==> config.mk <==
export PLATFORM = sky130hd
export DESIGN_NAME = pbsa_brake_ctrl
export DESIGN_NICKNAME = d
export VERILOG_FILES = /design/src/pbsa_pkg.sv /design/src/pbsa_brake_ctrl.sv /design/src/pbsa_pair.sv
export SDC_FILE = /design/constraint.sdc
export NUM_CORES = 1
export LEC_CHECK = 0
export BUFFER_PORTS_ARGS = -buffer_cell sky130_fd_sc_hd__buf_2
export CORE_MARGIN = 1
export CORE_UTILIZATION = 35
export DETAILED_ROUTE_END_ITERATION = 12
export PLACE_DENSITY = 0.56
export SLEW_MARGIN = 20
export SYNTH_ARGS = -nofsm -noshare
export SYNTH_HDL_FRONTEND = slang
export SYNTH_SLANG_ARGS = --single-unit
==> constraint.sdc <==
create_clock -name clk -period 2.3 [get_ports clk]
set_clock_uncertainty 0.1 [all_clocks]
set_input_delay 0.115 -clock clk [delete_from_list [all_inputs] [get_ports clk]]
set_output_delay 0.115 -clock clk [all_outputs]
set_load 0.05 [all_outputs]
==> src/pbsa_pkg.sv <==
// Purpose: shared constants and decode helpers for the pwm brake control
// Assumes: byte addresses on an 8-bit register port, 32-bit data
// Notes: one control word per channel pair, pairs 0/1, 2/3, 4/5
`default_nettype none

package pbsa_pkg;

	localparam int PBSA_NPAIR = 3;
	localparam int PBSA_NCH = 6;
	localparam int PBSA_AW = 8;
	localparam int PBSA_DW = 32;

	// register byte offsets
	localparam logic [7:0] PBSA_OFF_FAIL_BRK = 8'hc4;
	localparam logic [7:0] PBSA_OFF_BRK_CTRL0 = 8'hc8;
	localparam logic [7:0] PBSA_OFF_BRK_CTRL1 = 8'hcc;
	localparam logic [7:0] PBSA_OFF_BRK_CTRL2 = 8'hd0;
	localparam logic [7:0] PBSA_OFF_SW_BRK = 8'hdc;
	localparam logic [7:0] PBSA_OFF_BRK_STATUS = 8'hf0;

	// reset values
	localparam logic [31:0] PBSA_RST_BRK_CTRL = 32'h0000_0000;
	localparam logic [31:0] PBSA_RST_FAIL_BRK = 32'h0000_0000;

	// brake control field positions
	localparam int PBSA_ODD_ACT_LSB = 18;
	localparam int PBSA_EVEN_ACT_LSB = 16;
	localparam int PBSA_SYS_LVL_BIT = 15;
	localparam int PBSA_PIN1_LVL_BIT = 13;
	localparam int PBSA_PIN0_LVL_BIT = 12;
	localparam int PBSA_SYS_EDGE_BIT = 7;
	localparam int PBSA_PIN1_EDGE_BIT = 5;
	localparam int PBSA_PIN0_EDGE_BIT = 4;
	localparam logic [31:0] PBSA_BRK_CTRL_MASK = 32'h000f_b0b0;

	// fail brake field positions
	localparam int PBSA_LOCKUP_EN_BIT = 3;
	localparam int PBSA_BROWNOUT_EN_BIT = 1;
	localparam int PBSA_CLKMON_EN_BIT = 0;
	localparam logic [31:0] PBSA_FAIL_BRK_MASK = 32'h0000_000b;

	// software trigger and status field positions
	localparam int PBSA_LVL_TRIG_LSB = 8;
	localparam int PBSA_EDGE_TRIG_LSB = 0;

	// action codes
	localparam logic [1:0] PBSA_ACT_NONE = 2'h0;
	localparam logic [1:0] PBSA_ACT_TRISTATE = 2'h1;
	localparam logic [1:0] PBSA_ACT_LOW = 2'h2;
	localparam logic [1:0] PBSA_ACT_HIGH = 2'h3;

	// returns {tristate, force, level}
	function automatic logic [2:0] pbsa_decode_action(input logic [1:0] act);
		unique case (act)
			PBSA_ACT_NONE: return 3'h0;
			PBSA_ACT_TRISTATE: return 3'h4;
			PBSA_ACT_LOW: return 3'h2;
			PBSA_ACT_HIGH: return 3'h3;
		endcase
	endfunction

	function automatic logic pbsa_ctrl_hit(input logic [7:0] a);
		return (a == PBSA_OFF_BRK_CTRL0) || (a == PBSA_OFF_BRK_CTRL1) ||
			(a == PBSA_OFF_BRK_CTRL2);
	endfunction

	function automatic logic [1:0] pbsa_ctrl_slot(input logic [7:0] a);
		logic [7:0] d;
		d = a - PBSA_OFF_BRK_CTRL0;
		return d[3:2];
	endfunction

endpackage

`default_nettype wire

==> src/pbsa_brake_ctrl.sv <==
// Purpose: per-pair brake source selection and level brake actions
// Assumes: all inputs synchronous to clk, unlock driven by system block
// Notes: outputs per channel are registered and lag a source level by one cycle, a software trigger by two
//
// The address-and-strobe port was chosen for this implementation.
`timescale 1ns/1ps
`default_nettype none

module pbsa_brake_ctrl (
	// clock and reset
	input wire logic clk,
	input wire logic rstn,
	// register port
	input wire logic [pbsa_pkg::PBSA_AW-1:0] reg_addr,
	input wire logic [pbsa_pkg::PBSA_DW-1:0] reg_wdata,
	input wire logic reg_wr,
	input wire logic reg_rd,
	output logic [pbsa_pkg::PBSA_DW-1:0] reg_rdata,
	// protection
	input wire logic global_write_unlock,
	// brake sources
	input wire logic brake_input_zero,
	input wire logic brake_input_one,
	input wire logic lockup_detect,
	input wire logic brownout_detect,
	input wire logic clock_fail_detect,
	// brake state
	output logic [pbsa_pkg::PBSA_NPAIR-1:0] level_brake_flag,
	output logic [pbsa_pkg::PBSA_NPAIR-1:0] edge_brake_flag,
	// channel overrides
	output logic [pbsa_pkg::PBSA_NCH-1:0] ch_brake_tristate,
	output logic [pbsa_pkg::PBSA_NCH-1:0] ch_brake_force,
	output logic [pbsa_pkg::PBSA_NCH-1:0] ch_brake_level
);
	import pbsa_pkg::*;

	logic [PBSA_NPAIR-1:0][31:0] ctrl_q, ctrl_d;
	logic [31:0] fail_q, fail_d;
	logic [31:0] rdata_q, rdata_d;
	logic pin0_q, pin0_d, pin1_q, pin1_d, sys_q, sys_d;
	logic sysfail;
	logic pin0_rise, pin1_rise, sys_rise;
	logic ctrl_wr_ok, sw_wr_ok, status_wr;
	logic [PBSA_NPAIR-1:0] sw_lvl_trig, sw_edge_trig;
	logic [PBSA_NPAIR-1:0] lvl_clr, edge_clr, lvl_src;
	logic [PBSA_NPAIR-1:0][2:0] even_act, odd_act;

	always_comb begin
		sysfail = (lockup_detect & fail_q[PBSA_LOCKUP_EN_BIT]) |
			(brownout_detect & fail_q[PBSA_BROWNOUT_EN_BIT]) |
			(clock_fail_detect & fail_q[PBSA_CLKMON_EN_BIT]);
	end

	// edge history shared by all pairs
	always_comb begin
		pin0_d = brake_input_zero;
		pin1_d = brake_input_one;
		sys_d = sysfail;
		pin0_rise = brake_input_zero & ~pin0_q;
		pin1_rise = brake_input_one & ~pin1_q;
		sys_rise = sysfail & ~sys_q;
	end

	always_ff @(posedge clk or negedge rstn) begin
		if (!rstn) begin
			pin0_q <= 1'b0;
			pin1_q <= 1'b0;
			sys_q <= 1'b0;
		end else begin
			pin0_q <= pin0_d;
			pin1_q <= pin1_d;
			sys_q <= sys_d;
		end
	end

	always_comb begin
		ctrl_wr_ok = reg_wr & pbsa_ctrl_hit(reg_addr) & global_write_unlock;
		sw_wr_ok = reg_wr & (reg_addr == PBSA_OFF_SW_BRK) &
			global_write_unlock;
		status_wr = reg_wr & (reg_addr == PBSA_OFF_BRK_STATUS);
	end

	always_comb begin
		sw_lvl_trig = sw_wr_ok ?
			reg_wdata[PBSA_LVL_TRIG_LSB +: PBSA_NPAIR] : '0;
		sw_edge_trig = sw_wr_ok ?
			reg_wdata[PBSA_EDGE_TRIG_LSB +: PBSA_NPAIR] : '0;
		lvl_clr = status_wr ?
			reg_wdata[PBSA_LVL_TRIG_LSB +: PBSA_NPAIR] : '0;
		edge_clr = status_wr ?
			reg_wdata[PBSA_EDGE_TRIG_LSB +: PBSA_NPAIR] : '0;
	end

	// register writes and read answer
	always_comb begin
		ctrl_d = ctrl_q;
		fail_d = fail_q;
		rdata_d = '0;
		if (ctrl_wr_ok) begin
			ctrl_d[pbsa_ctrl_slot(reg_addr)] = reg_wdata & PBSA_BRK_CTRL_MASK;
		end
		if (reg_wr && reg_addr == PBSA_OFF_FAIL_BRK) begin
			fail_d = reg_wdata & PBSA_FAIL_BRK_MASK;
		end
		// unmapped and write-only offsets read as zero
		if (reg_rd) begin
			if (pbsa_ctrl_hit(reg_addr)) begin
				rdata_d = ctrl_q[pbsa_ctrl_slot(reg_addr)];
			end else if (reg_addr == PBSA_OFF_FAIL_BRK) begin
				rdata_d = fail_q;
			end else if (reg_addr == PBSA_OFF_BRK_STATUS) begin
				rdata_d[PBSA_LVL_TRIG_LSB +: PBSA_NPAIR] = level_brake_flag;
				rdata_d[PBSA_EDGE_TRIG_LSB +: PBSA_NPAIR] = edge_brake_flag;
			end
		end
	end

	always_ff @(posedge clk or negedge rstn) begin
		if (!rstn) begin
			ctrl_q <= {PBSA_NPAIR{PBSA_RST_BRK_CTRL}};
			fail_q <= PBSA_RST_FAIL_BRK;
			rdata_q <= '0;
		end else begin
			ctrl_q <= ctrl_d;
			fail_q <= fail_d;
			rdata_q <= rdata_d;
		end
	end

	assign reg_rdata = rdata_q;

	// one detector per pair
	genvar g;
	generate
		for (g = 0; g < PBSA_NPAIR; g++) begin : g_pair
			pbsa_pair u_pair (
				.clk(clk),
				.rstn(rstn),
				.ctrl(ctrl_q[g]),
				.pin0_lvl(brake_input_zero),
				.pin1_lvl(brake_input_one),
				.sys_lvl(sysfail),
				.pin0_rise(pin0_rise),
				.pin1_rise(pin1_rise),
				.sys_rise(sys_rise),
				.sw_lvl_trig(sw_lvl_trig[g]),
				.sw_edge_trig(sw_edge_trig[g]),
				.lvl_clr(lvl_clr[g]),
				.edge_clr(edge_clr[g]),
				.lvl_src(lvl_src[g]),
				.level_brake_flag(level_brake_flag[g]),
				.edge_brake_flag(edge_brake_flag[g]),
				.even_act(even_act[g]),
				.odd_act(odd_act[g])
			);
			assign ch_brake_tristate[2*g] = even_act[g][2];
			assign ch_brake_force[2*g] = even_act[g][1];
			assign ch_brake_level[2*g] = even_act[g][0];
			assign ch_brake_tristate[2*g+1] = odd_act[g][2];
			assign ch_brake_force[2*g+1] = odd_act[g][1];
			assign ch_brake_level[2*g+1] = odd_act[g][0];
		end
	endgenerate

	// checks on pair 0 (a few on pairs 1 and 2), the pairs share the same module
	logic [31:0] c0;
	assign c0 = ctrl_q[0];

	AST_ODD_ACTION: assert property (
		@(posedge clk) disable iff (!rstn)
		(lvl_src[0] && c0[PBSA_ODD_ACT_LSB +: 2] == PBSA_ACT_HIGH)
		|=> (ch_brake_force[1] && ch_brake_level[1] && !ch_brake_tristate[1]))
		else $error("odd channel not forced high on level brake");

	AST_EVEN_ACTION: assert property (
		@(posedge clk) disable iff (!rstn)
		(lvl_src[0] && c0[PBSA_EVEN_ACT_LSB +: 2] == PBSA_ACT_TRISTATE)
		|=> (ch_brake_tristate[0] && !ch_brake_force[0]))
		else $error("even channel not tri-stated on level brake");

	AST_NO_ACTION: assert property (
		@(posedge clk) disable iff (!rstn)
		(c0[PBSA_ODD_ACT_LSB +: 2] == PBSA_ACT_NONE &&
		c0[PBSA_EVEN_ACT_LSB +: 2] == PBSA_ACT_NONE)
		|=> (ch_brake_force[1:0] == 2'h0 && ch_brake_tristate[1:0] == 2'h0) ||
		$changed(c0))
		else $error("channel overridden with no action selected");

	AST_SYS_LEVEL: assert property (
		@(posedge clk) disable iff (!rstn)
		(sysfail && c0[PBSA_SYS_LVL_BIT]) |=> level_brake_flag[0])
		else $error("system fail did not raise level brake");

	AST_SYS_LEVEL_OFF: assert property (
		@(posedge clk) disable iff (!rstn)
		$rose(level_brake_flag[0]) |->
		$past(lvl_src[0] || sw_lvl_trig[0]))
		else $error("level brake raised by a disabled source");

	AST_PIN1_LEVEL: assert property (
		@(posedge clk) disable iff (!rstn)
		(brake_input_one && c0[PBSA_PIN1_LVL_BIT]) |=> level_brake_flag[0])
		else $error("pin one did not raise level brake");

	AST_PIN0_LEVEL: assert property (
		@(posedge clk) disable iff (!rstn)
		(brake_input_zero && c0[PBSA_PIN0_LVL_BIT]) |=> level_brake_flag[0])
		else $error("pin zero did not raise level brake");

	AST_PIN0_EDGE: assert property (
		@(posedge clk) disable iff (!rstn)
		($rose(brake_input_zero) && c0[PBSA_PIN0_EDGE_BIT])
		|=> edge_brake_flag[0])
		else $error("pin zero edge did not raise edge brake");

	AST_PIN1_EDGE: assert property (
		@(posedge clk) disable iff (!rstn)
		($rose(brake_input_one) && c0[PBSA_PIN1_EDGE_BIT])
		|=> edge_brake_flag[0])
		else $error("pin one edge did not raise edge brake");

	AST_SYS_EDGE: assert property (
		@(posedge clk) disable iff (!rstn)
		($rose(sysfail) && c0[PBSA_SYS_EDGE_BIT]) |=> edge_brake_flag[0])
		else $error("system fail edge did not raise edge brake");

	AST_EDGE_CAUSE: assert property (
		@(posedge clk) disable iff (!rstn)
		$rose(edge_brake_flag[0]) |->
		$past((pin0_rise && c0[PBSA_PIN0_EDGE_BIT]) ||
		(pin1_rise && c0[PBSA_PIN1_EDGE_BIT]) ||
		(sys_rise && c0[PBSA_SYS_EDGE_BIT]) || sw_edge_trig[0]))
		else $error("edge brake raised without an enabled cause");

	AST_LOCKED_HOLD: assert property (
		@(posedge clk) disable iff (!rstn)
		(!global_write_unlock && !ctrl_wr_ok) |=> $stable(ctrl_q))
		else $error("control word changed while locked");

	AST_UNLOCKED_WRITE: assert property (
		@(posedge clk) disable iff (!rstn)
		(reg_wr && global_write_unlock && reg_addr == PBSA_OFF_BRK_CTRL1)
		|=> ctrl_q[1] == ($past(reg_wdata) & PBSA_BRK_CTRL_MASK))
		else $error("unlocked control write not stored");

	AST_RESET_ZERO: assert property (
		@(posedge clk) disable iff (!rstn)
		$rose(rstn) |-> (ctrl_q == '0 && ch_brake_force == '0))
		else $error("control words not zero after reset");

	AST_READBACK: assert property (
		@(posedge clk) disable iff (!rstn)
		(reg_rd && reg_addr == PBSA_OFF_BRK_CTRL2)
		|=> reg_rdata == $past(ctrl_q[2]) ##1 reg_rdata == '0 || $past(reg_rd))
		else $error("control word readback wrong");

	AST_FAIL_GATE: assert property (
		@(posedge clk) disable iff (!rstn)
		(c0[PBSA_SYS_LVL_BIT] &&
		((lockup_detect && fail_q[PBSA_LOCKUP_EN_BIT]) ||
		(brownout_detect && fail_q[PBSA_BROWNOUT_EN_BIT]) ||
		(clock_fail_detect && fail_q[PBSA_CLKMON_EN_BIT])))
		|=> level_brake_flag[0])
		else $error("enabled fail detector did not raise level brake");

	AST_FAIL_OFF: assert property (
		@(posedge clk) disable iff (!rstn)
		(fail_q == '0 && !sw_edge_trig[0] && !edge_brake_flag[0] &&
		!c0[PBSA_PIN0_EDGE_BIT] && !c0[PBSA_PIN1_EDGE_BIT])
		|=> !edge_brake_flag[0])
		else $error("edge brake raised with every fail detector off");

	AST_SW_LEVEL: assert property (
		@(posedge clk) disable iff (!rstn)
		(reg_wr && global_write_unlock && reg_addr == PBSA_OFF_SW_BRK &&
		reg_wdata[PBSA_LVL_TRIG_LSB])
		|=> level_brake_flag[0] && !$past(reg_rd))
		else $error("software level trigger did not set flag");

	AST_FLAG_HOLD: assert property (
		@(posedge clk) disable iff (!rstn)
		(level_brake_flag[0] && !lvl_clr[0]) |=> level_brake_flag[0])
		else $error("level flag dropped without a clear");

	AST_PAIR1_QUIET: assert property (
		@(posedge clk) disable iff (!rstn)
		(ctrl_q[1] == '0 && !sw_lvl_trig[1] && !level_brake_flag[1])
		|=> !level_brake_flag[1])
		else $error("pair one level brake raised with a zero control word");

	AST_FLAG_ACTION: assert property (
		@(posedge clk) disable iff (!rstn)
		(level_brake_flag[0] && c0[PBSA_ODD_ACT_LSB +: 2] == PBSA_ACT_LOW)
		|=> (ch_brake_force[1] && !ch_brake_level[1]))
		else $error("held level brake did not force odd channel low");

	AST_SW_LOCKED: assert property (
		@(posedge clk) disable iff (!rstn)
		(reg_wr && !global_write_unlock && reg_addr == PBSA_OFF_SW_BRK &&
		!lvl_src[0] && !level_brake_flag[0]) |=> !level_brake_flag[0])
		else $error("locked software trigger raised a level brake");

	AST_RDATA_IDLE: assert property (
		@(posedge clk) disable iff (!rstn)
		!reg_rd |=> reg_rdata == '0)
		else $error("read data not zero outside a read");

	COV_LEVEL_FORCE_LOW: cover property (
		@(posedge clk) disable iff (!rstn)
		lvl_src[0] && c0[PBSA_ODD_ACT_LSB +: 2] == PBSA_ACT_LOW
		##1 ch_brake_force[1]);

	COV_SW_EDGE: cover property (
		@(posedge clk) disable iff (!rstn)
		sw_edge_trig[2] ##1 edge_brake_flag[2]);

	COV_LOCKED_WRITE: cover property (
		@(posedge clk) disable iff (!rstn)
		reg_wr && pbsa_ctrl_hit(reg_addr) && !global_write_unlock);

	COV_SET_CLEAR: cover property (
		@(posedge clk) disable iff (!rstn)
		lvl_clr[0] && lvl_src[0] ##1 level_brake_flag[0]);

endmodule // pbsa_brake_ctrl

`default_nettype wire

==> src/pbsa_pair.sv <==
// Purpose: brake detection and output action for one channel pair
// Assumes: source inputs already synchronous and filtered
// Notes: level brake holds while its flag is set
`timescale 1ns/1ps
`default_nettype none

module pbsa_pair (
	// clock and reset
	input wire logic clk,
	input wire logic rstn,
	// configuration
	input wire logic [31:0] ctrl,
	// sources
	input wire logic pin0_lvl,
	input wire logic pin1_lvl,
	input wire logic sys_lvl,
	input wire logic pin0_rise,
	input wire logic pin1_rise,
	input wire logic sys_rise,
	// software
	input wire logic sw_lvl_trig,
	input wire logic sw_edge_trig,
	input wire logic lvl_clr,
	input wire logic edge_clr,
	// results
	output logic lvl_src,
	output logic level_brake_flag,
	output logic edge_brake_flag,
	output logic [2:0] even_act,
	output logic [2:0] odd_act
);
	import pbsa_pkg::*;

	logic lvl_flag_q, lvl_flag_d, edge_flag_q, edge_flag_d;
	logic [2:0] even_q, even_d, odd_q, odd_d;
	logic edge_src, lvl_active;

	always_comb begin
		lvl_src = (pin0_lvl & ctrl[PBSA_PIN0_LVL_BIT]) |
			(pin1_lvl & ctrl[PBSA_PIN1_LVL_BIT]) |
			(sys_lvl & ctrl[PBSA_SYS_LVL_BIT]);
		edge_src = (pin0_rise & ctrl[PBSA_PIN0_EDGE_BIT]) |
			(pin1_rise & ctrl[PBSA_PIN1_EDGE_BIT]) |
			(sys_rise & ctrl[PBSA_SYS_EDGE_BIT]);
		// set wins over a clear in the same cycle
		lvl_flag_d = (lvl_flag_q & ~lvl_clr) | lvl_src | sw_lvl_trig;
		edge_flag_d = (edge_flag_q & ~edge_clr) | edge_src | sw_edge_trig;
		lvl_active = lvl_src | lvl_flag_q;
		even_d = lvl_active ?
			pbsa_decode_action(ctrl[PBSA_EVEN_ACT_LSB +: 2]) : 3'h0;
		odd_d = lvl_active ?
			pbsa_decode_action(ctrl[PBSA_ODD_ACT_LSB +: 2]) : 3'h0;
	end

	always_ff @(posedge clk or negedge rstn) begin
		if (!rstn) begin
			lvl_flag_q <= 1'b0;
			edge_flag_q <= 1'b0;
			even_q <= 3'h0;
			odd_q <= 3'h0;
		end else begin
			lvl_flag_q <= lvl_flag_d;
			edge_flag_q <= edge_flag_d;
			even_q <= even_d;
			odd_q <= odd_d;
		end
	end

	assign level_brake_flag = lvl_flag_q;
	assign edge_brake_flag = edge_flag_q;
	assign even_act = even_q;
	assign odd_act = odd_q;

endmodule // pbsa_pair

`default_nettype wire

==> results.py <==
metrics = {
    "outcome": {
        "outcome": "complete, no violations",
    },
    "setup_path": {
        "path_max_fanout": 11,
        "timing.setup.critical_path_class": "reg -> reg",
        "critPathCaptureType": "flop",
        "required_ns": 2.45,
        "crit_arrival_ns": 1.82,
        "worst_setup_path_startpoint": "fail_q[3]",
        "worstReg2RegStart": "fail_q[3]",
        "startpoint_type": "flop",
    },
    "synth": {
        "synth_cell_type_count": 35,
        "synth_seq_area_share_pct": 56.7,
        "synth.cell_area_mm2": 0.00340,
        "synth_enable_flop_cells": 0,
        "synth_ff_type": "sky130_fd_sc_hd__dfrtp_1",
        "ys.warnings.count": 0,
        "netlist_instances": 269,
        "post_synth.cell_area_avg_um2": 12.6,
        "synth-async-reset-ratio_pct": 100,
        "number_of_storage_elements_in_the_synthesis_netlist": 77,
    },
    "global_routing": {
        "first_global_vias": 2289,
        "grt_util_all_layers_pct": 16.3,
        "grt_start_max_net_pins": 52,
        "grt_antenna_before_repair": 0,
        "grt_overflow_total": 0,
        "grt_pass1_wl_um": 12200,
    },
    "cells_and_area": {
        "antenna-diode-count": 0,
        "area_growth_syn_to_layout_pct": 27.2,
        "num-nets-final": 418,
        "drive_above_1_share_pct": 38.9,
    },
    "placement": {
        "pre_cts_ws_ns": 0.410,
        "detailedPlacementHpwl_um": 5300,
        "port_buffers": 75,
        "gp_congestion": 0.757,
    },
    "cts": {
        "cts-buffers-inserted": 9,
        "clk_pin_slew_worst_paths_ns": 0.08,
        "buffer_count_from_post_cts_setup_fixing": 0,
        "post_cts_resize_count": 0,
        "root_cell_of_the_clock_tree": "sky130_fd_sc_hd__clkbuf_8",
        "h-tree-depth": 3,
        "clock_sinks": 77,
        "tritoncts": "built",
        "clock_path_buffers": 2,
        "worstSkewPairLatency_ns": 0.35,
    },
    "worst_hold_path": {
        "worst_hold_launch": "reg_wr",
        "hold_class": "in -> reg",
    },
    "sta": {
        "rsz0062_at_grt": "no",
        "setup-tns-final_ns": 0,
        "layout_min_cycle_time_ns": 1.68,
        "setup_slack_ns": 0.625,
        "worst_hold_margin_ns": 0.0715,
        "setup_viol": 0,
        "slew_headroom_pct": 55.8,
        "final-hold-violation-count": 0,
        "final_max_slew_viols": 0,
        "min_period_over_period_pct": 72.8,
        "timing_worst_slew_pin_value_ns": 0.663,
        "achievable-frequency_mhz": 597,
    },
    "routing": {
        "first_pass_iters": 4,
        "num_vias": 2414,
        "drt_first_iter_violations": 81,
        "detail_route.vias_per_cell": 4.81,
        "postRouteAntennaNets": 0,
        "wirelength_um": 7670,
        "routed_length_per_placed_instance_um": 15.3,
        "drc_errors": 0,
    },
    "floorplan": {
        "core_area_mm2": 0.00933,
        "fp.dieArea_mm2": 0.0101,
        "start_util_pct": 36.4,
        "fp.dieH_um": 101,
        "floorplan.io_pins": 106,
        "die-width_um": 101,
        "floorplan.rows": 35,
    },
    "pwr": {
        "reported_leakage_power_uw": 0.00221,
        "vdd.ir_drop.worst_uv": 330,
        "cellPowerDensity_mw_per_mm2": 751,
    },
    "flow_run": {
        "max_cap_violations": 0,
    },
}
## power by group
group	switching (uW)	internal [uW]
logic	383	167
clock network	495	721
registers	62.7	1420
## logic make-up after synthesis
group / share of synthesized area [%]
flip-flops: 56.7
multiplexers: 14.3
other: 0.110
AND/OR/NAND/NOR: 14.3
buffers and inverters: 6.89
AO/OA/AOI/OAI: 7.70
## flip-flops by register name, indices dropped and copies added, names as in the netlist
| signal | count |
|---|---|
| g_pair.u_pair.level_brake_flag | 3 |
| c0 | 10 |
| g_pair.u_pair.even_act | 9 |
| pin1_q | 1 |
| ctrl_q | 20 |
| reg_rdata | 17 |
| g_pair.u_pair.edge_brake_flag | 3 |
| pin0_q | 1 |
| fail_q | 3 |
| sys_q | 1 |
| g_pair.u_pair.odd_act | 9 |
## worst max-delay path: stages, from the launching register on
cell and delay [ns]:
sky130_fd_sc_hd__dfrtp_1 0.40, sky130_fd_sc_hd__a222oi_1 0.36, sky130_fd_sc_hd__buf_4 0.24, sky130_fd_sc_hd__o211ai_1 0.21, sky130_fd_sc_hd__and3_1 0.26
## metrics by stage
| step | instances | utilization (%) | cell area (um^2) | total power [uW] |
|---|---|---|---|---|
| 2_1_floorplan | 283 | - | 3450 | 1930 |
| 3_3_place_gp | 465 | 41.5 | 3870 | 2030 |
| 3_5_place_dp | 465 | 41.5 | 3870 | 2040 |
| 4_1_cts | 502 | 46.3 | 4320 | 3280 |
| 5_1_grt | 502 | 46.3 | 4320 | 3400 |
| 6_report | 502 | 46.3 | 4320 | 3250 |
## cell usage after synthesis, drive strengths merged, types with 3 or more instances
master	number	area share (%)
nand2b	4	0.74
nand4	9	1.7
and2	8	1.5
and3	10	1.8
inv	10	1.1
buf	23	4.9
a221o	6	1.8
a22oi	9	2.0
o21ai	3	0.44
o211ai	6	1.3
nand2	10	1.1
nand3b	6	1.3
a21oi	4	0.59
nor3b	3	0.66
and3b	4	1.0
nor2	6	0.66
dfrtp	77	57
a211oi	3	0.66
clkbuf	8	0.88
mux2	43	14
## cell usage in the layout, fill, tap and decap left out, types with 10 or more instances in the layout
cell                            synthesis  final
sky130_fd_sc_hd__dfrtp_1               77     77
sky130_fd_sc_hd__buf_2                  1     74
sky130_fd_sc_hd__mux2_2                43     43
sky130_fd_sc_hd__dlygate4sd3_1          0     21
sky130_fd_sc_hd__conb_1                 1     15
sky130_fd_sc_hd__inv_1                 10     10
sky130_fd_sc_hd__nand2_1               10     10
sky130_fd_sc_hd__and3_1                10     10
## path summary, 6_finish.rpt
path,cells after the start,endpoint,slack (ns)
worst max-delay path,4,g_pair[2].u_pair.even_act[0],0.62
worst min-delay path,3,g_pair[2].u_pair.edge_brake_flag,0.07
worst max register to register,4,g_pair[2].u_pair.even_act[0],0.62
worst min register to register,1,g_pair[0].u_pair.odd_act[2],0.41
max in group asynchronous,3,g_pair[0].u_pair.odd_act[2],1.28
min in group asynchronous,2,c0[5],0.24
## routing by layer
layer,GRT usage [%],part of all wire [%],vias up
met5,0,0,-
met4,7.80,1.7,0
met3,2.98,4.6,11
met2,25.3,46,79
met1,22.0,48,1190
li1,-,-,1134
## what timing repair did
| action | CTS | global route |
|---|---|---|
| hold buffers | 21 | 0 |
| endpoints found under the setup margin | 0 | 0 |
| endpoints found under the hold margin | 95 | 0 |
## cell type report
| cell class | count | area [um^2] |
|---|---|---|
| Fill cell | 880 | 5010 |
| Sequential cell | 77 | 1930 |
| Multi-Input combinational cell | 165 | 1290 |
| Timing Repair Buffer | 105 | 668 |
| Tap cell | 129 | 161 |
| Clock buffer | 10 | 128 |
| Clock inverter | 6 | 111 |
| Inverter | 10 | 37.5 |
No activity file was read; power rests on OpenSTA's default activity.
